File: src/spc_pkg.sv
package spc_pkg;
	// register addresses, byte-wide registers
	localparam logic [11:0] ADDR_REF_RATE = 12'h084;
	localparam logic [11:0] ADDR_LANE_PD = 12'h201;
	localparam logic [11:0] ADDR_CDR_RST = 12'h206;
	localparam logic [11:0] ADDR_CDR_MODE = 12'h230;
	localparam logic [11:0] ADDR_EQ_PWR = 12'h268;
	localparam logic [11:0] ADDR_PLL_CTRL = 12'h280;
	localparam logic [11:0] ADDR_PLL_STAT = 12'h281;
	localparam logic [11:0] ADDR_PLL_DIV = 12'h289;
	// field positions
	localparam int REF_MULT_LSB = 4;
	localparam int PLL_EN_BIT = 0;
	localparam int PLL_RECAL_BIT = 2;
	localparam int STAT_LOCK_BIT = 0;
	localparam int STAT_CAL_OK_BIT = 3;
	localparam int STAT_BAND_LO_BIT = 4;
	localparam int STAT_BAND_HI_BIT = 5;
	localparam int HALF_RATE_BIT = 5;
	localparam int RATE_DIV_LSB = 1;
	localparam int CDR_RST_BIT = 0;
	localparam int EQ_SEL_LSB = 6;
	// field encodings
	localparam logic [1:0] REF_MULT_X2 = 2'h1;
	localparam logic [1:0] REF_MULT_X1 = 2'h0;
	localparam logic [1:0] PD_DIV_1 = 2'h2;
	localparam logic [1:0] PD_DIV_2 = 2'h1;
	localparam logic [1:0] PD_DIV_4 = 2'h0;
	localparam logic [1:0] CDR_DIV_4 = 2'h2;
	localparam logic [1:0] CDR_DIV_2 = 2'h1;
	localparam logic [1:0] CDR_DIV_1 = 2'h0;
	localparam logic [1:0] EQ_LOW_POWER = 2'h1;
	localparam logic [1:0] EQ_NORMAL = 2'h0;
	// reset values and clock ratios
	localparam logic [7:0] REG_RESET = 8'h00;
	localparam logic [7:0] LANE_PD_RESET = 8'h00;
	localparam int REF_PER_LANE = 40;
	localparam int VCO_DIV = 2;
	localparam int BYTES_PER_PCLK = 4;
	localparam int CAL_CYCLES = 64;
	localparam int LOCK_CYCLES = 16;
	localparam int NUM_LANES = 8;
endpackage

File: src/spc_if.sv
`timescale 1ns/1ns
`default_nettype none
interface spc_if;
	logic [11:0] addr;
	logic [7:0] wdata;
	logic wr;
	logic rd;
	logic [7:0] rdata;
	modport dev (input addr, input wdata, input wr, input rd, output rdata);
	modport host (output addr, output wdata, output wr, output rd,
		input rdata);
endinterface
`default_nettype wire

File: src/spc_dev.sv
// The strobed register port was chosen for this implementation.
`timescale 1ns/1ns
`default_nettype none
// Contract
// - frame to quad-byte clock ratio is 4/F
// - pll halves oscillator for quadrature clock
// - reference runs at lane rate over 40
// - divider keeps phase detector in window
// - ref multiplier double only lowest band
// - pll divider chosen by lane-rate band
// - program divider, then set enable bit
// - rising edge of bit 2 recalibrates
// - status bit 0 reports lock
// - status bit 3 marks calibration done
// - band-edge bits 4,5 demand recalibration
// - recovery clock comes from pll
// - half-rate recovery only above 6.25 Gbps
// - recovery rate divider set per band
// - each lane picks its phase independently
// - pulse recovery reset after configuring
// - power down every unused lane
// - equalizer field 01 low power, 00 normal
// - mask bit x powers down lane x
// - quad-byte clock is byte rate over 4
module spc_dev #(
	parameter int OCTETS_PER_FRAME = 1, // F
	parameter int CAL_LEN = 64 // calibration cycles
) (
	input wire logic clk, // 100 MHz
	input wire logic srst, // sync reset, high
	spc_if.dev bus, // register port
	input wire logic ref_tick, // reference clock tick, lane rate/40
	input wire logic band_edge_lo, // calibration hit lower end
	input wire logic band_edge_hi, // calibration hit upper end
	input wire logic lock_lost, // loop lost lock
	input wire logic [7:0] lane_phase_err, // per-lane early(1)/late(0)
	output logic [7:0] lane_power_down, // 1 = lane off
	output logic [7:0] lane_phase_step, // per-lane phase advance pulse
	output logic cdr_reset, // recovery reset
	output logic half_rate_select, // half-rate recovery
	output logic [1:0] recovery_rate_divider, // recovery divider
	output logic [1:0] phase_detector_divider, // ref divider code
	output logic [1:0] equalizer_power_select, // equalizer mode
	output logic low_power_eq, // low-power equalization active
	output logic quad_clk_en, // quadrature clock tick, vco/2
	output logic pclk_en, // quad-byte clock tick
	output logic frame_en // frame tick
);
	import spc_pkg::*;
	if (OCTETS_PER_FRAME != 1 && OCTETS_PER_FRAME != 2 &&
		OCTETS_PER_FRAME != 4)
		$error("octets per frame must be 1, 2 or 4");
	if (CAL_LEN < 1 || CAL_LEN > 255)
		$error("calibration length out of range");
	typedef enum logic [1:0] {
		SPC_OFF = 2'b00,
		SPC_CAL = 2'b01,
		SPC_LOCKING = 2'b10,
		SPC_LOCKED = 2'b11
	} spc_pll_t;
	spc_pll_t st_ff;
	logic [7:0] ref_rate_ff, pd_ff, cdr_rst_ff, cdr_mode_ff, eq_ff;
	logic [7:0] pll_ctrl_ff, pll_div_ff, rdata_ff, cnt_ff;
	logic recal_prev_ff, lock_ff, cal_ok_ff, lo_ff, hi_ff;
	logic quad_ff;
	logic [1:0] byte_cnt_ff;
	logic [7:0] phase_ff;
	logic [7:0] status;
	logic recal_rise;
	assign bus.rdata = rdata_ff;
	assign status = {2'b00, hi_ff, lo_ff, cal_ok_ff, 2'b00, lock_ff};
	assign recal_rise = pll_ctrl_ff[PLL_RECAL_BIT] & ~recal_prev_ff;
	// register writes; status has no write path
	always_ff @(posedge clk)
	begin
		if (srst)
		begin
			ref_rate_ff <= REG_RESET;
			pd_ff <= LANE_PD_RESET;
			cdr_rst_ff <= REG_RESET;
			cdr_mode_ff <= REG_RESET;
			eq_ff <= REG_RESET;
			pll_ctrl_ff <= REG_RESET;
			pll_div_ff <= REG_RESET;
		end
		else if (bus.wr)
			unique case (bus.addr)
				ADDR_REF_RATE: ref_rate_ff <= bus.wdata;
				ADDR_LANE_PD: pd_ff <= bus.wdata;
				ADDR_CDR_RST: cdr_rst_ff <= bus.wdata;
				ADDR_CDR_MODE: cdr_mode_ff <= bus.wdata;
				ADDR_EQ_PWR: eq_ff <= bus.wdata;
				ADDR_PLL_CTRL: pll_ctrl_ff <= bus.wdata;
				ADDR_PLL_DIV: pll_div_ff <= bus.wdata;
				default: ;
			endcase
	end
	always_ff @(posedge clk)
	begin
		if (srst)
			rdata_ff <= 8'h00;
		else if (bus.rd)
			unique case (bus.addr)
				ADDR_REF_RATE: rdata_ff <= ref_rate_ff;
				ADDR_LANE_PD: rdata_ff <= pd_ff;
				ADDR_CDR_RST: rdata_ff <= cdr_rst_ff;
				ADDR_CDR_MODE: rdata_ff <= cdr_mode_ff;
				ADDR_EQ_PWR: rdata_ff <= eq_ff;
				ADDR_PLL_CTRL: rdata_ff <= pll_ctrl_ff;
				ADDR_PLL_STAT: rdata_ff <= status;
				ADDR_PLL_DIV: rdata_ff <= pll_div_ff;
				default: rdata_ff <= 8'h00;
			endcase
		else
			rdata_ff <= 8'h00;
	end
	// pll model: calibrate, then lock
	always_ff @(posedge clk)
	begin
		if (srst)
		begin
			st_ff <= SPC_OFF;
			cnt_ff <= 8'h00;
			recal_prev_ff <= 1'b0;
			lock_ff <= 1'b0;
			cal_ok_ff <= 1'b0;
			lo_ff <= 1'b0;
			hi_ff <= 1'b0;
		end
		else
		begin
			recal_prev_ff <= pll_ctrl_ff[PLL_RECAL_BIT];
			if (!pll_ctrl_ff[PLL_EN_BIT])
			begin
				st_ff <= SPC_OFF;
				lock_ff <= 1'b0;
				cal_ok_ff <= 1'b0;
			end
			else if (st_ff == SPC_OFF || recal_rise)
			begin
				st_ff <= SPC_CAL;
				cnt_ff <= 8'(CAL_LEN);
				lock_ff <= 1'b0;
				cal_ok_ff <= 1'b0;
				lo_ff <= 1'b0;
				hi_ff <= 1'b0;
			end
			else
				unique case (st_ff)
					SPC_CAL:
						if (cnt_ff == 8'd1)
						begin
							lo_ff <= band_edge_lo;
							hi_ff <= band_edge_hi;
							cal_ok_ff <= !(band_edge_lo | band_edge_hi);
							st_ff <= (band_edge_lo | band_edge_hi) ?
								SPC_LOCKING : SPC_LOCKED;
							lock_ff <= !(band_edge_lo | band_edge_hi);
						end
						else
							cnt_ff <= cnt_ff - 8'd1;
					SPC_LOCKING: lock_ff <= 1'b0;
					SPC_LOCKED:
						if (lock_lost)
						begin
							lock_ff <= 1'b0;
							st_ff <= SPC_LOCKING;
						end
					default: st_ff <= SPC_OFF;
				endcase
		end
	end
	// clock ticks derived from the pll, not from lane transitions
	always_ff @(posedge clk)
	begin
		if (srst || !lock_ff)
		begin
			quad_ff <= 1'b0;
			byte_cnt_ff <= 2'd0;
			pclk_en <= 1'b0;
			frame_en <= 1'b0;
		end
		else
		begin
			quad_ff <= ~quad_ff;
			pclk_en <= 1'b0;
			frame_en <= 1'b0;
			if (ref_tick)
			begin
				byte_cnt_ff <= byte_cnt_ff + 2'd1;
				pclk_en <= (byte_cnt_ff == 2'(BYTES_PER_PCLK - 1));
				// frame every F bytes gives frame/pclk = 4/F
				if (OCTETS_PER_FRAME == 4)
					frame_en <= (byte_cnt_ff == 2'd3);
				else if (OCTETS_PER_FRAME == 2)
					frame_en <= byte_cnt_ff[0];
				else
					frame_en <= 1'b1;
			end
		end
	end
	// per-lane phase tracking
	genvar g;
	generate
		for (g = 0; g < NUM_LANES; g++)
		begin : g_lane
			always_ff @(posedge clk)
			begin
				if (srst || cdr_rst_ff[CDR_RST_BIT] || pd_ff[g])
					phase_ff[g] <= 1'b0;
				else
					phase_ff[g] <= lock_ff & lane_phase_err[g];
			end
		end
	endgenerate
	always_ff @(posedge clk)
	begin
		if (srst)
		begin
			lane_power_down <= 8'h00;
			lane_phase_step <= 8'h00;
			cdr_reset <= 1'b0;
			half_rate_select <= 1'b0;
			recovery_rate_divider <= CDR_DIV_1;
			phase_detector_divider <= PD_DIV_4;
			equalizer_power_select <= EQ_NORMAL;
			low_power_eq <= 1'b0;
			quad_clk_en <= 1'b0;
		end
		else
		begin
			lane_power_down <= pd_ff;
			lane_phase_step <= phase_ff;
			cdr_reset <= cdr_rst_ff[CDR_RST_BIT];
			half_rate_select <= cdr_mode_ff[HALF_RATE_BIT];
			recovery_rate_divider <= cdr_mode_ff[RATE_DIV_LSB +: 2];
			phase_detector_divider <= pll_div_ff[1:0];
			equalizer_power_select <= eq_ff[EQ_SEL_LSB +: 2];
			low_power_eq <= (eq_ff[EQ_SEL_LSB +: 2] == EQ_LOW_POWER);
			quad_clk_en <= quad_ff;
		end
	end
endmodule
`default_nettype wire

File: src/flat_wrapper.sv
// flat-port wrapper written by rule: the top's interface ports become plain ports
module spc_dev_flat import spc_pkg::*;
#(
	parameter int OCTETS_PER_FRAME = 1,     
	parameter int CAL_LEN = 64                      
)
  (clk, srst, ref_tick, band_edge_lo, band_edge_hi, lock_lost, lane_phase_err, lane_power_down, lane_phase_step, cdr_reset, half_rate_select, recovery_rate_divider, phase_detector_divider, equalizer_power_select, low_power_eq, quad_clk_en, pclk_en, frame_en, bus_addr, bus_wdata, bus_wr, bus_rd, bus_rdata);
  spc_if bus_i ();
  input wire logic clk;
  input wire logic srst;
  input wire logic ref_tick;
  input wire logic band_edge_lo;
  input wire logic band_edge_hi;
  input wire logic lock_lost;
  input wire logic [7:0] lane_phase_err;
  output logic [7:0] lane_power_down;
  output logic [7:0] lane_phase_step;
  output logic cdr_reset;
  output logic half_rate_select;
  output logic [1:0] recovery_rate_divider;
  output logic [1:0] phase_detector_divider;
  output logic [1:0] equalizer_power_select;
  output logic low_power_eq;
  output logic quad_clk_en;
  output logic pclk_en;
  output logic frame_en;
  input wire logic [$bits(bus_i.addr)-1:0] bus_addr;
  input wire logic [$bits(bus_i.wdata)-1:0] bus_wdata;
  input wire logic [$bits(bus_i.wr)-1:0] bus_wr;
  input wire logic [$bits(bus_i.rd)-1:0] bus_rd;
  output wire logic [$bits(bus_i.rdata)-1:0] bus_rdata;
  assign bus_i.addr = bus_addr;
  assign bus_i.wdata = bus_wdata;
  assign bus_i.wr = bus_wr;
  assign bus_i.rd = bus_rd;
  assign bus_rdata = bus_i.rdata;
  spc_dev #(.OCTETS_PER_FRAME(OCTETS_PER_FRAME), .CAL_LEN(CAL_LEN)) u_core (.clk(clk), .srst(srst), .bus(bus_i), .ref_tick(ref_tick), .band_edge_lo(band_edge_lo), .band_edge_hi(band_edge_hi), .lock_lost(lock_lost), .lane_phase_err(lane_phase_err), .lane_power_down(lane_power_down), .lane_phase_step(lane_phase_step), .cdr_reset(cdr_reset), .half_rate_select(half_rate_select), .recovery_rate_divider(recovery_rate_divider), .phase_detector_divider(phase_detector_divider), .equalizer_power_select(equalizer_power_select), .low_power_eq(low_power_eq), .quad_clk_en(quad_clk_en), .pclk_en(pclk_en), .frame_en(frame_en));
endmodule
File: config.mk
export PLATFORM = sky130hd
export DESIGN_NAME = spc_dev_flat
export DESIGN_NICKNAME = d
export VERILOG_FILES = /design/src/spc_pkg.sv /design/src/spc_if.sv /design/src/spc_dev.sv /design/src/flat_wrapper.sv
export SDC_FILE = /design/constraint.sdc
export NUM_CORES = 1
export LEC_CHECK = 0
export ABC_CLOCK_PERIOD_IN_PS = 3500
export BUFFER_PORTS_ARGS = -buffer_cell sky130_fd_sc_hd__buf_4
export CORE_ASPECT_RATIO = 1.25
export CORE_MARGIN = 5
export CORE_UTILIZATION = 60
export DETAILED_ROUTE_END_ITERATION = 8
export HOLD_SLACK_MARGIN = 0.08
export PLACE_DENSITY = 0.84
export REMOVE_ABC_BUFFERS = 1
export SETUP_SLACK_MARGIN = 0.2
export SYNTH_ARGS = -nofsm -noshare
export SYNTH_HDL_FRONTEND = slang
export SYNTH_SLANG_ARGS = --single-unit
File: constraint.sdc
create_clock -name clk -period 3.5 [get_ports clk]
set_input_delay 0.7 -clock clk [delete_from_list [all_inputs] [get_ports clk]]
set_output_delay 0.7 -clock clk [all_outputs]
set_load 0.005 [all_outputs]
Yosys cells after proc, flatten, opt, wreduce, memory -nomap -nowiden
Index checks and enable logic that the tools add are counted.
- add/subtract/negate cells: 2
- eq/ne operators: 20
- multiplexer cells: 19
- bitwise logic cells: 16
- reductions and logical operators: 34
- operator list (cell ; number):
    12-bit by 10-bit equality test with 1-bit output (second input constant) ; 7
    8-bit case mux with 8 select lines ; 1
    8-bit two-way mux ; 3
    2-bit AND reduction ; 8
    3-bit AND reduction ; 5
    12-bit by 8-bit equality test with 1-bit output (second input constant) ; 1
    1-bit logical OR ; 11
    1-bit two-way mux ; 11
    1-bit bitwise AND ; 9
    8-bit by 1-bit equality test with 1-bit output (second input constant) ; 1
    8-bit by 1-bit subtractor with 8-bit output (second input constant) ; 1
    2-bit equality test (second input constant) ; 3
    2-bit by 1-bit != test with 1-bit output (second input constant) ; 3
    1-bit inverter ; 6
    2-bit case mux with 3 select lines ; 1
    2-bit OR reduction ; 3
    2-bit by 1-bit equality test with 1-bit output (second input constant) ; 2
    2-bit two-way mux ; 2
    2-bit nonzero test ; 2
    3-bit by 1-bit != test with 1-bit output (second input constant) ; 1
    3-bit by 2-bit != test with 1-bit output (second input constant) ; 1
    1-bit case mux with 3 select lines ; 1
    3-bit nonzero test ; 1
    3-bit OR reduction ; 1
    5 further kinds ; 6
- bits in registers: 118
- bits of input ports: 36
- output and inout bits: 36
- word-level logic and storage cells: 128

Logic depth before layout (Yosys ltp)
Gate-level depths: netlist (run 1).
- depth in word-level cells: 5
- gate-level depth with buffers: 7
- depth with buffers taken out: 7

Least setup slack after synthesis (run 1)
OpenSTA, ideal clock, no wires.
- kind: input-to-reg
- start: input bus_addr[8]
- end: register u_core.eq_ff[0]
- library setup time: 132 ps
- arrival time: 2051 ps
- required time: 3368 ps
- path slack: 1317 ps
- stages: 5
- path buffers: 1
- cells stage by stage: or4b_1 or4_1 buf_2 nand2_1 a21oi_1
- cells in the longest elaborated chain, start to end: 2
- RTL lines (element ; RTL line ; RTL):
    start: declaration ; flat_wrapper.sv:27 ; input wire logic [$bits(bus_i.addr)-1:0] bus_addr;
    12-bit by 10-bit equality test with 1-bit output ; spc_dev.sv:87 ; unique case (bus.addr)
    2-bit AND reduction (no line) ; n/a ;
    end signal: assignment ; spc_dev.sv:92 ; ADDR_EQ_PWR: eq_ff <= bus.wdata;
    end: declaration ; spc_dev.sv:62 ; logic [7:0] ref_rate_ff, pd_ff, cdr_rst_ff, cdr_mode_ff, eq_ff;
No other way between the ends.
A chain may end at the register's enable or synchronous reset.

Final worst setup path (run 1)
- start: input bus_addr[8]
- end: register u_core.rdata_ff[3] (netlist: u_core.bus.rdata[3])
- cells in the longest elaborated chain, start to end: 2
- elaborated cells between the ends (all ways): 9
- RTL lines (element ; RTL line ; RTL):
    12-bit by 10-bit equality test with 1-bit output / 12-bit by 8-bit equality test with 1-bit output (equally long branches) ; spc_dev.sv:103 ; unique case (bus.addr)
    8-bit case mux with 8 select lines (*) ; spc_dev.sv:103 ;
    end signal: assignment ; spc_dev.sv:104 ; ADDR_REF_RATE: rdata_ff <= ref_rate_ff;
    end signal: assignment ; spc_dev.sv:105 ; ADDR_LANE_PD: rdata_ff <= pd_ff;
    end signal: assignment ; spc_dev.sv:106 ; ADDR_CDR_RST: rdata_ff <= cdr_rst_ff;
    end: declaration ; spc_dev.sv:63 ; logic [7:0] pll_ctrl_ff, pll_div_ff, rdata_ff, cnt_ff;
Every way passes the cells marked *; elsewhere a longest branch is shown, timed or not.

==> metrics.md, run 1 <==
| Metric | Value |
|---|---|
| CP Class | `input pin to flip-flop` |
| Vias in the first global route | `4158` |
| Finish-stage setup viols | `0` |
| First-pass GRT wire length | `20000 um` |
| DR pass1 iterations | `7` |
| Hold slack | `0.432 ns` |
| Worst Setup Start Kind | `input pin` |
| Post-Syn Area | `4740 um2` |
| Residual DRC | `0` |
| N_diodes | `0` |
| Via Count | `~4200` |
| HP Start | `ref_tick` |
| Mapped Cells | `514` |
| Max IR drop VDD | `0.434 mV` |
| Fin crit share | `0.644` |
| TNS Setup | `0 ns` |
| Largest net degree at the start of global routing | `42` |
| Placed Cells | `658` |
| Top cell type's share of synthesized area | `0.499` |
| Die Area | `roughly 9800 um2` |
| CTS tree | `yes` |
| Crit Path Max Fanout | `14` |
| Post-CTS sizing | `0` |
| Headroom to the max-slew limit | `0.357` |
| # nets final | `about 620` |
| Min-delay worst type | `input pin to flip-flop` |
| Post-CTS setup buffers | `0` |
| H-tree depth | `4` |
| R2R depth | `7` |
| Routed Antenna Nets | `0` |
| Worst-Skew Late Latency | `0.51 ns` |
| IO buf count | `71` |
| Clock sinks | `118` |
| Worst R2R Setup Slack | `1.45 ns` |
| Clock skew | `~0.0057 ns` |
| Post-synthesis sequential area ratio | `0.499` |
| Synth area leaders | `dfxtp_1, mux2i_1, a21oi_1, nor2b_1, nand2_1` |
| Ys flop type | `dfxtp_1` |
| Total CTS buffers | `17` |
| Least-Margin Pin Slew | `about 0.96 ns` |
| Most common cell in the netlist | `dfxtp_1` |
| Total I/O pin count | `72` |
| Final Total Pwr | `3.25 mW` |
| Post-detail-place hpwl | `8210 um` |
| # fillers | `between 500 and 600` |
| Antenna violations before repair | `0` |
| Post-synth ARST share | `0` |
| Synth warnings | `0` |
| Final min period | `2.25 ns` |
| Highest Clock Rate | `~440 MHz` |
| CP Capture Type | `flip-flop` |
| WL/cell | `18.0 um` |
| Outcome | `finished, final reports clean` |
| Synthesis-to-layout area growth | `25.3%` |
| GPL Wtd Cong | `0.932` |
| CP Data Required Time | `roughly 3.9 ns` |
| # rows | `36` |
| Gr usage total | `0.267` |
| Mapped Avg Cell Area | `9.21 um2` |
| Max-Cap Viols | `0` |
| DR iter-0 viols | `438` |
| Hold depth | `2` |
| Critical path startpoint | `bus_addr[8]` |
| EDFF count, synth | `0` |
| Synthesized flop and latch total | `118` |
| R2R Path Start | `u_core.cnt_ff[1]` |
| Chip height | `109 um` |
| Synth cell count leaders | `dfxtp_1, nand2_1, nor2_1, a21oi_1, nand3_1` |
| Top cell type by total area after synthesis | `dfxtp_1` |
| Drt total wl | `12400 um` |
| Pwr/cell area | `about 550 nW/um2` |
| Worst R2R End | `u_core.cnt_ff[3]` |
| Worst hold endpoint | `u_core.frame_en` |
| Via density | `6.10` |
| Leakage | `2.30 nW` |
| Final hold viol count | `0` |
| Critical path arrival | `2.70 ns` |
| Clock transition at the registers of the reported paths | `~0.060 ns` |
| CTS root buf | `clkbuf_8` |
| Fin cells | `690` |
| Chip width | `89.5 um` |
| Initial Util | `0.611` |
| Hold buffers post-CTS | `0` |
| Unrepaired setup endpoints after global routing | `no` |
| Core ar. | `a little under 8000 um2` |
| Layout cells sized above 1 | `0.202` |
| GRT overflow | `0` |
| Clock Path Buffers | `2` |
| Netlist cell types | `51` |
| Max Slew Vio Count | `0` |
layer usage:
metal | vias to the layer above | track usage | share of wire
li1 | 1958 | - | -
met1 | 2000 | 0.320 | 0.39
met2 | 228 | 0.465 | 0.52
met3 | 26 | 0.0675 | 0.079
met4 | 0 | 0.0809 | 0.015
met5 | - | 0 | 0
critical path, cell delays in order:
cell      delay [ns]
buf_4           0.12
or4b_1          0.62
nor3_2          0.83
a221oi_1        0.25
a21oi_1         0.19
power breakdown:
| part | leakage [nW] | switching (mW) | internal, mW |
|---|---|---|---|
| Combinational | 1.05 | 0.0673 | 0.0401 |
| Clock | 0.297 | 0.611 | 1.19 |
| Sequential | 0.950 | 0.0000616 | 1.34 |
| Total | 2.30 | 0.678 | 2.58 |
worst max path at each step:
stage / end / slack, ns
after detailed placement: u_core.bus.rdata[3] / 0.83
after global routing: u_core.bus.rdata[3] / 1.17
after CTS: u_core.bus.rdata[3] / 1.29
after floorplan: u_core.ref_rate_ff[0] / 1.17
final: u_core.bus.rdata[3] / 1.25
after global placement: u_core.bus.rdata[4] / 0.90
final cells by class:
| cell class | instances | area (um2) | area share |
|---|---|---|---|
| Sequential cell | 118 | 2360 | 0.398 |
| Multi-Input combinational cell | 358 | 2210 | 0.373 |
| Tap cell | 95 | 119 | 0.0200 |
| Inverter | 9 | 33.8 | 0.00570 |
| Clock buffer | 20 | 445 | 0.0751 |
| Timing Repair Buffer | 78 | 586 | 0.0987 |
| Clock inverter | 12 | 175 | 0.0295 |
placed cells by master (no fill, tap or decap), drive strengths merged, types with 3 or more instances in the layout:
master and instances:
dfxtp 118, buf 78, nand2 49, nor2 46
a21oi 43, nand3 36, nor2b 30, mux2i 26
a22oi 21, clkbuf 20, nor3b 13, nor3 11
inv 10, a22o 9, o21ai 7, and2 6
o211ai 4, xnor2 4, a31oi 4, bufinv 4
clkinv 4, nand2b 3, nand3b 3, mux2 3
a221oi 3, ha 3, clkinvlp 3, nor4b 3
or4b 3
stage by stage:
| stage | cell area [um2] | setup slack (ns) | utilization |
|---|---|---|---|
| 2_1_floorplan | 4610 | 1.17 | - |
| 3_3_place_gp | 5310 | 0.898 | 0.686 |
| 3_5_place_dp | 5310 | 0.832 | 0.686 |
| 4_1_cts | 5930 | 1.29 | 0.766 |
| 5_1_grt | 5930 | 1.17 | 0.766 |
| 6_report | 5930 | 1.25 | 0.766 |
kinds of logic (layout without fill, tap and decap cells):
kind of cell    after synthesis  count (layout)  share of synthesized area
simple gates                218             218                      0.247
flops                       118             118                      0.499
compound gates              104             104                      0.142
buf+inv                      38             119                     0.0343
mux                          29              29                     0.0621
xor+xnor                      4               4                    0.00740
fa+ha+maj                     3               3                    0.00793
Note: power is estimated with default switching activity, not from simulation.
==> run 2: changes to the inputs <==
ABC_AREA = 1   (was unset)
ABC_CLOCK_PERIOD_IN_PS = 2200   (was 3500)
CORE_UTILIZATION = 57   (was 60)
PLACE_DENSITY = 0.8   (was 0.84)
clock period = 2.2 ns   (was 3.5 ns; I/O delays follow)
==> metrics.md, run 2 <==
| Metric | Value |
|---|---|
| Post-synthesis sequential area ratio | `0.480 (was 0.499)` |
| CP Class | `flip-flop to flip-flop (was input pin to flip-flop)` |
| Headroom to the max-slew limit | `0.661 (was 0.357)` |
| IO buf count | `71 (unchanged)` |
| Max Slew Vio Count | `0 (unchanged)` |
| Core ar. | `8560 um2 (was 7750 um2)` |
| Ys flop type | `dfxtp_1 (unchanged)` |
| Sw Share | `0.229 (was 0.208)` |
| Most common cell in the netlist | `dfxtp_1 (unchanged)` |
| Netlist cell types | `32 (was 51)` |
| Max-Cap Viols | `0 (unchanged)` |
| Combinational power share | `0.039 (was 0.033)` |
| Layout cells sized above 1 | `0.192 (was 0.202)` |
| CP Data Required Time | `2.61 ns (was 3.94 ns)` |
| Post-CTS setup buffers | `0 (unchanged)` |
| Sequential share of power | `0.432 (was 0.413)` |
| DR iter-0 viols | `351 (was 438)` |
| Mapped Cells | `662 (was 514)` |
| Critical path arrival | `2.15 ns (was 2.70 ns)` |
| Hold buffers post-CTS | `0 (unchanged)` |
| Highest Clock Rate | `574 MHz` |
| Leakage | `2.57 nW (was 2.30 nW)` |
| H-tree depth | `4 (unchanged)` |
| Post-detail-place hpwl | `9500 um (was 8210 um)` |
| Synthesis-to-layout area growth | `24.3% (was 25.3%)` |
| R2R Path Start | `u_core.cnt_ff[1] (unchanged)` |
| Gr usage total | `0.260 (was 0.267)` |
| Worst R2R End | `u_core.cnt_ff[1] (was u_core.cnt_ff[3])` |
| Final Core Density | `0.715 (was 0.766)` |
| Top cell type's share of synthesized area | `0.480 (was 0.499)` |
| Worst R2R Setup Slack | `0.46 ns (was 1.45 ns)` |
| # fillers | `695 (was 536)` |
| N_diodes | `0 (unchanged)` |
| Final hold viol count | `0 (unchanged)` |
| CP Capture Type | `flip-flop (unchanged)` |
| Register area | `2360 um2 (unchanged)` |
| Most common cell after layout, fill and taps aside | `dfxtp_1 (unchanged)` |
| Synthesized flop and latch total | `118 (unchanged)` |
| Final min period | `1.74 ns` |
| Post-Syn Area | `4920 um2 (was 4740 um2)` |
| GPL Wtd Cong | `0.929 (was 0.932)` |
| Least-Margin Pin Slew | `0.507 ns (was 0.960 ns)` |
| Mapped Avg Cell Area | `7.44 um2 (was 9.21 um2)` |
| Clock Path Buffers | `2 (unchanged)` |
| Switch Pwr | `1.13 mW (was 678 uW)` |
| Fin crit share | `0.791` |
| Most frequent cells in the layout | `dfxtp_1, nor2_1, inv_1 (was dfxtp_1, buf_4, nand2_1)` |
| Via Count | `4630 (was 4212)` |
| Top cell type by total area after synthesis | `dfxtp_1 (unchanged)` |
| WL/cell | `15.5 um (was 18.0 um)` |
| EDFF count, synth | `0 (unchanged)` |
| Post-synth ARST share | `0 (unchanged)` |
| Pwr/cell area | `810 nW/um2 (was 549 nW/um2)` |
| Clock transition at the registers of the reported paths | `0.06 ns (about the same)` |
| HP Start | `lane_phase_err[4] (was ref_tick)` |
| Antenna violations before repair | `0 (unchanged)` |
| Worst hold endpoint | `u_core.phase_ff[4] (was u_core.frame_en)` |
| Crit Path Max Fanout | `7 (was 14)` |
| Drt total wl | `13200 um (was 12400 um)` |
| Synth area leaders | `dfxtp_1, nor2_1, a21oi_1, inv_1, nand2_1 (was dfxtp_1, mux2i_1, a21oi_1, nor2b_1, nand2_1)` |
| First-pass GRT wire length | `21200 um (was 20000 um)` |
| Worst-Skew Late Latency | `0.53 ns (was 0.51 ns)` |
| CTS root buf | `clkbuf_8 (unchanged)` |
| Chip width | `93.1 um (was 89.5 um)` |
| Largest net degree at the start of global routing | `27 (was 42)` |
| # rows | `38 (was 36)` |
| Clock sinks | `118 (unchanged)` |
| Clock skew | `0.00531 ns (was 0.00570 ns)` |
| R2R depth | `10 (was 7)` |
| Unrepaired setup endpoints after global routing | `no (unchanged)` |
| Max IR drop VDD | `0.636 mV (was 0.434 mV)` |
| Finish-stage setup viols | `0 (unchanged)` |
| Min-delay worst type | `input pin to flip-flop (unchanged)` |
| Outcome | `finished, final reports clean (unchanged)` |
| DR pass1 iterations | `5 (was 7)` |
| Residual DRC | `0 (unchanged)` |
| Via density | `5.42 (was 6.10)` |
| Worst Setup Start Kind | `flip-flop (was input pin)` |
| # nets final | `781 (was 621)` |
| Synth warnings | `0 (unchanged)` |
| TNS Setup | `0 ns (unchanged)` |
| Total I/O pin count | `72 (unchanged)` |
| Clk pwr share | `0.529 (was 0.554)` |
| Synth cell count leaders | `dfxtp_1, nor2_1, inv_1, nand2_1, a21oi_1 (was dfxtp_1, nand2_1, nor2_1, a21oi_1, nand3_1)` |
| Int Power | `3.82 mW (was 2.58 mW)` |
| Vias in the first global route | `4481 (was 4158)` |
| Die Area | `10600 um2 (was 9780 um2)` |
| Hold depth | `3 (was 2)` |
| Chip height | `114 um (was 109 um)` |
| Initial Util | `0.575 (was 0.611)` |
| GRT overflow | `0 (unchanged)` |
| CTS tree | `yes (unchanged)` |
| Total CTS buffers | `17 (unchanged)` |
| Routed Antenna Nets | `0 (unchanged)` |
| Multi-input logic area | `2070 um2 (was 2210 um2)` |
| Post-CTS sizing | `0 (unchanged)` |
==> run 2: kinds of logic (layout without fill, tap and decap cells) <==
kind of cell               after synthesis  in the layout  share of synthesized area
adders and majority gates                3              3                    0.00763
and+or+nand+nor                        276            276                      0.254
DFF                                    118            118                      0.480
buffers and inverters                  117            210                     0.0994
AOI/OAI and AO/OA                      143            143                      0.150
xor gates and xnor gates                 5              5                    0.00890
==> run 2: worst max-delay path by stage <==
stage	start	to	slack (ns)
global placement	bus_addr[10]	u_core.pll_ctrl_ff[3]	0.36
CTS	u_core.cnt_ff[1]	u_core.cnt_ff[1]	0.46
detailed placement	bus_addr[10]	u_core.eq_ff[3]	0.27
floorplan	bus_addr[10]	u_core.pll_ctrl_ff[1]	0.31
finish	u_core.cnt_ff[1]	u_core.cnt_ff[1]	0.46
global route	u_core.cnt_ff[1]	u_core.cnt_ff[1]	0.25
==> run 2: worst max-delay path, cell delays in order, from the launching register on <==
cell     delay (ns)
dfxtp_1        0.32
inv_1          0.07
ha_1           0.20
nand3_1        0.08
nor2_1         0.08
nor2_1         0.29
nor2_1         0.12
nor2_2         0.26
nand2_1        0.08
o21ai_1        0.08
nor2_1         0.05
==> run 2: cell type report <==
cell class / instances / share of cell area
sequential: 118 / 0.386
multi-input combinational: 427 / 0.339
timing repair buffer: 82 / 0.103
clock buffer: 17 / 0.0677
inverter: 96 / 0.0589
clock inverter: 15 / 0.0254
tap: 100 / 0.0205
==> run 2: metal layers <==
layer,track usage,part of all wire,up-vias,wire (um)
met1,0.294,0.40,2135,5330
li1,-,-,2286,-
met3,0.0726,0.065,33,857
met2,0.452,0.50,176,6600
met4,0.123,0.032,0,429
met5,0,0,-,0
==> run 2: power groups by stage <==
stage,clock (mW),combinational (mW),sequential (mW)
4_1_cts,2.64,0.192,2.14
6_report,2.62,0.193,2.14
3_5_place_dp,0,0.189,2.18
2_1_floorplan,0,0.0701,2.18
3_3_place_gp,0,0.184,2.18
5_1_grt,2.75,0.212,2.14
==> run 2: metrics by stage <==
step           total power [mW]  setup slack, ns  hold slack [ns]  cell area (um2)  cells
2_1_floorplan              2.25            0.312            0.388             4790    641
3_3_place_gp               2.37            0.358            0.389             5550    823
3_5_place_dp               2.37            0.274            0.393             5550    823
4_1_cts                    4.97            0.462            0.134             6120    855
5_1_grt                    5.10            0.251            0.140             6120    855
6_report                   4.95            0.459            0.149             6120    855
==> run 3: changes to the inputs <==
ABC_CLOCK_PERIOD_IN_PS = 1600   (was 2200)
CORE_UTILIZATION = 51   (was 57)
PLACE_DENSITY = 0.75   (was 0.8)
clock period = 1.6 ns   (was 2.2 ns; I/O delays follow)
==> metrics.md, run 3 (synthesis gave the netlist of run 2 again) <==
| Metric | Value |
|---|---|
| Antenna violations before repair | `0 (unchanged)` |
| Int Power | `5.53 mW (was 3.82 mW)` |
| CP Capture Type | `flip-flop (unchanged)` |
| Highest Clock Rate | `701 MHz (was 574 MHz)` |
| Fin cells | `904 (was 855)` |
| Residual DRC | `0 (unchanged)` |
| Most frequent cells in the layout | `dfxtp_1, buf_4, nor2_1 (was dfxtp_1, nor2_1, inv_1)` |
| Unrepaired setup endpoints after global routing | `yes (was no)` |
| Final Core Density | `0.687 (was 0.715)` |
| Hold buffers post-CTS | `0 (unchanged)` |
| Finish-stage setup viols | `0 (unchanged)` |
| Outcome | `finished, final reports clean (unchanged)` |
| Crit Path Max Fanout | `4 (was 7)` |
| Worst-Skew Late Latency | `0.42 ns (was 0.53 ns)` |
| Gr usage total | `0.233 (was 0.260)` |
| Post-detail-place hpwl | `9520 um (was 9500 um)` |
| Clock skew | `0.00896 ns (was 0.00531 ns)` |
| Critical path arrival | `1.73 ns (was 2.15 ns)` |
| Fin crit share | `0.891 (was 0.791)` |
| Chip width | `97.9 um (was 93.1 um)` |
| Leakage | `2.72 nW (was 2.57 nW)` |
| First-pass GRT wire length | `21800 um (was 21200 um)` |
| Worst Setup Start Kind | `flip-flop (unchanged)` |
| Via density | `5.12 (was 5.42)` |
| CTS root buf | `clkbuf_16 (was clkbuf_8)` |
| Die Area | `11700 um2 (was 10600 um2)` |
| Via Count | `4632 (was 4630)` |
| Max IR drop VDD | `0.866 mV (was 0.636 mV)` |
| H-tree depth | `4 (unchanged)` |
| CP Class | `flip-flop to flip-flop (unchanged)` |
| Combinational power share | `0.040 (was 0.039)` |
| Least-Margin Pin Slew | `0.359 ns (was 0.507 ns)` |
| Total CTS buffers | `17 (unchanged)` |
| Total I/O pin count | `72 (unchanged)` |
| Final Total Pwr | `6.98 mW (was 4.95 mW)` |
| TNS Setup | `0 ns (unchanged)` |
| Drt total wl | `13300 um (was 13200 um)` |
| Pwr/cell area | `1070 nW/um2 (was 810 nW/um2)` |
| DR pass1 iterations | `5 (unchanged)` |
| Initial Util | `0.518 (was 0.575)` |
| Layout cells sized above 1 | `0.248 (was 0.192)` |
| Worst-path cell chain | `inv_2 -> ha_4 -> nand3_4 -> nor2_4 -> nand2_2 -> a21oi_4 -> inv_2 -> nand2_2 -> a21oi_2 (was inv_1 -> ha_1 -> nand3_1 -> nor2_1 -> nor2_1 -> nor2_1 -> nor2_2 -> nand2_1 -> o21ai_1 -> nor2_1)` |
| Routed Antenna Nets | `0 (unchanged)` |
| Delay-heaviest family, CP | `simple AND/OR/NAND/NOR gates (unchanged)` |
| N_diodes | `0 (unchanged)` |
| Headroom to the max-slew limit | `0.760 (was 0.661)` |
| Multi-input logic area | `2200 um2 (was 2070 um2)` |
| Synthesis-to-layout area growth | `32.7% (was 24.3%)` |
| Clock Path Buffers | `2 (unchanged)` |
| Final min period | `1.43 ns (was 1.74 ns)` |
| Chip height | `120 um (was 114 um)` |
| Max Slew Vio Count | `0 (unchanged)` |
| # rows | `40 (was 38)` |
| Switch Pwr | `1.45 mW (was 1.13 mW)` |
| IO buf count | `71 (unchanged)` |
| Most common cell after layout, fill and taps aside | `dfxtp_1 (unchanged)` |
| CP max-delay cell | `dfxtp_2 (was dfxtp_1)` |
| Sw Share | `0.208 (was 0.229)` |
| Crit path buffers/inverters | `2 (was 1)` |
| Clock transition at the registers of the reported paths | `0.05 ns (was 0.06 ns)` |
| GRT overflow | `0 (unchanged)` |
| Max-Cap Viols | `0 (unchanged)` |
| # fillers | `798 (was 695)` |
| # nets final | `805 (was 781)` |
| Core ar. | `9510 um2 (was 8560 um2)` |
| Hold slack | `0.136 ns (was 0.149 ns)` |
| WL/cell | `14.7 um (was 15.5 um)` |
| Placed Cells | `868 (was 823)` |
| Crit path largest cell delay | `0.32 ns (about the same)` |
| Register area | `2370 um2 (was 2360 um2)` |
| GPL Wtd Cong | `0.934 (was 0.929)` |
| DR iter-0 viols | `294 (was 351)` |
| Clk pwr share | `0.539 (was 0.529)` |
| Clock sinks | `118 (unchanged)` |
| Largest net degree at the start of global routing | `46 (was 27)` |
| CTS tree | `yes (unchanged)` |
| Vias in the first global route | `4687 (was 4481)` |
| Final hold viol count | `0 (unchanged)` |
| Sequential share of power | `0.421 (was 0.432)` |
| CP Data Required Time | `1.91 ns (was 2.61 ns)` |
| Min-delay worst type | `input pin to flip-flop (unchanged)` |
==> run 3: power by group through the flow <==
| stage | registers [mW] | logic, mW | clock network, mW |
|---|---|---|---|
| 2_1_floorplan | 3.00 | 0.0964 | 0 |
| 3_3_place_gp | 3.00 | 0.267 | 0 |
| 3_5_place_dp | 3.00 | 0.274 | 0 |
| 4_1_cts | 2.94 | 0.276 | 3.81 |
| 5_1_grt | 2.94 | 0.304 | 3.97 |
| 6_report | 2.94 | 0.280 | 3.76 |
==> run 3: layout make-up <==
cell class / count / area share
Tap cell: 126 / 0.0241
Clock inverter: 7 / 0.0144
Clock buffer: 24 / 0.0768
Inverter: 96 / 0.0555
Timing Repair Buffer: 106 / 0.129
Multi-Input combinational cell: 427 / 0.337
Sequential cell: 118 / 0.363
==> run 3: what timing repair did <==
item	in CTS	in global routing
hold endpoints to repair	0	0
resized for setup	19	22
pin swaps	4	8
setup endpoints to repair	11	20
gates cloned	0	0
buffers inserted	1	4
==> run 3: through the flow <==
stage | cell area (um2) | worst slack (ns)
final | 6530 | 0.174
after global routing | 6530 | 0.106
after CTS | 6420 | 0.215
after detailed placement | 5760 | -0.0987
after global placement | 5760 | -0.0712
after floorplan | 4790 | -0.168
==> run 3: per-layer routing <==
layer	global-route usage	vias to the layer above	part of all wire
met5	0	-	0
met4	0.137	0	0.044
met3	0.0547	47	0.046
met2	0.399	149	0.50
met1	0.262	2106	0.41
li1	-	2330	-
==> run 3: worst min-delay path, stage by stage <==
cell and delay, ns:
buf_4 0.08, nand2_1 0.04, nor2_1 0.08
==> run 3: worst paths after layout <==
kind                            slack [ns]               start  depth (start not counted)                         to
worst max-delay path                  0.17    u_core.cnt_ff[1]                          9               u_core.hi_ff
worst min-delay path                  0.14   lane_phase_err[6]                          3         u_core.phase_ff[6]
worst max register to register        0.17    u_core.cnt_ff[1]                          9               u_core.hi_ff
worst min register to register        0.40  u_core.phase_ff[5]                          2  u_core.lane_phase_step[5]
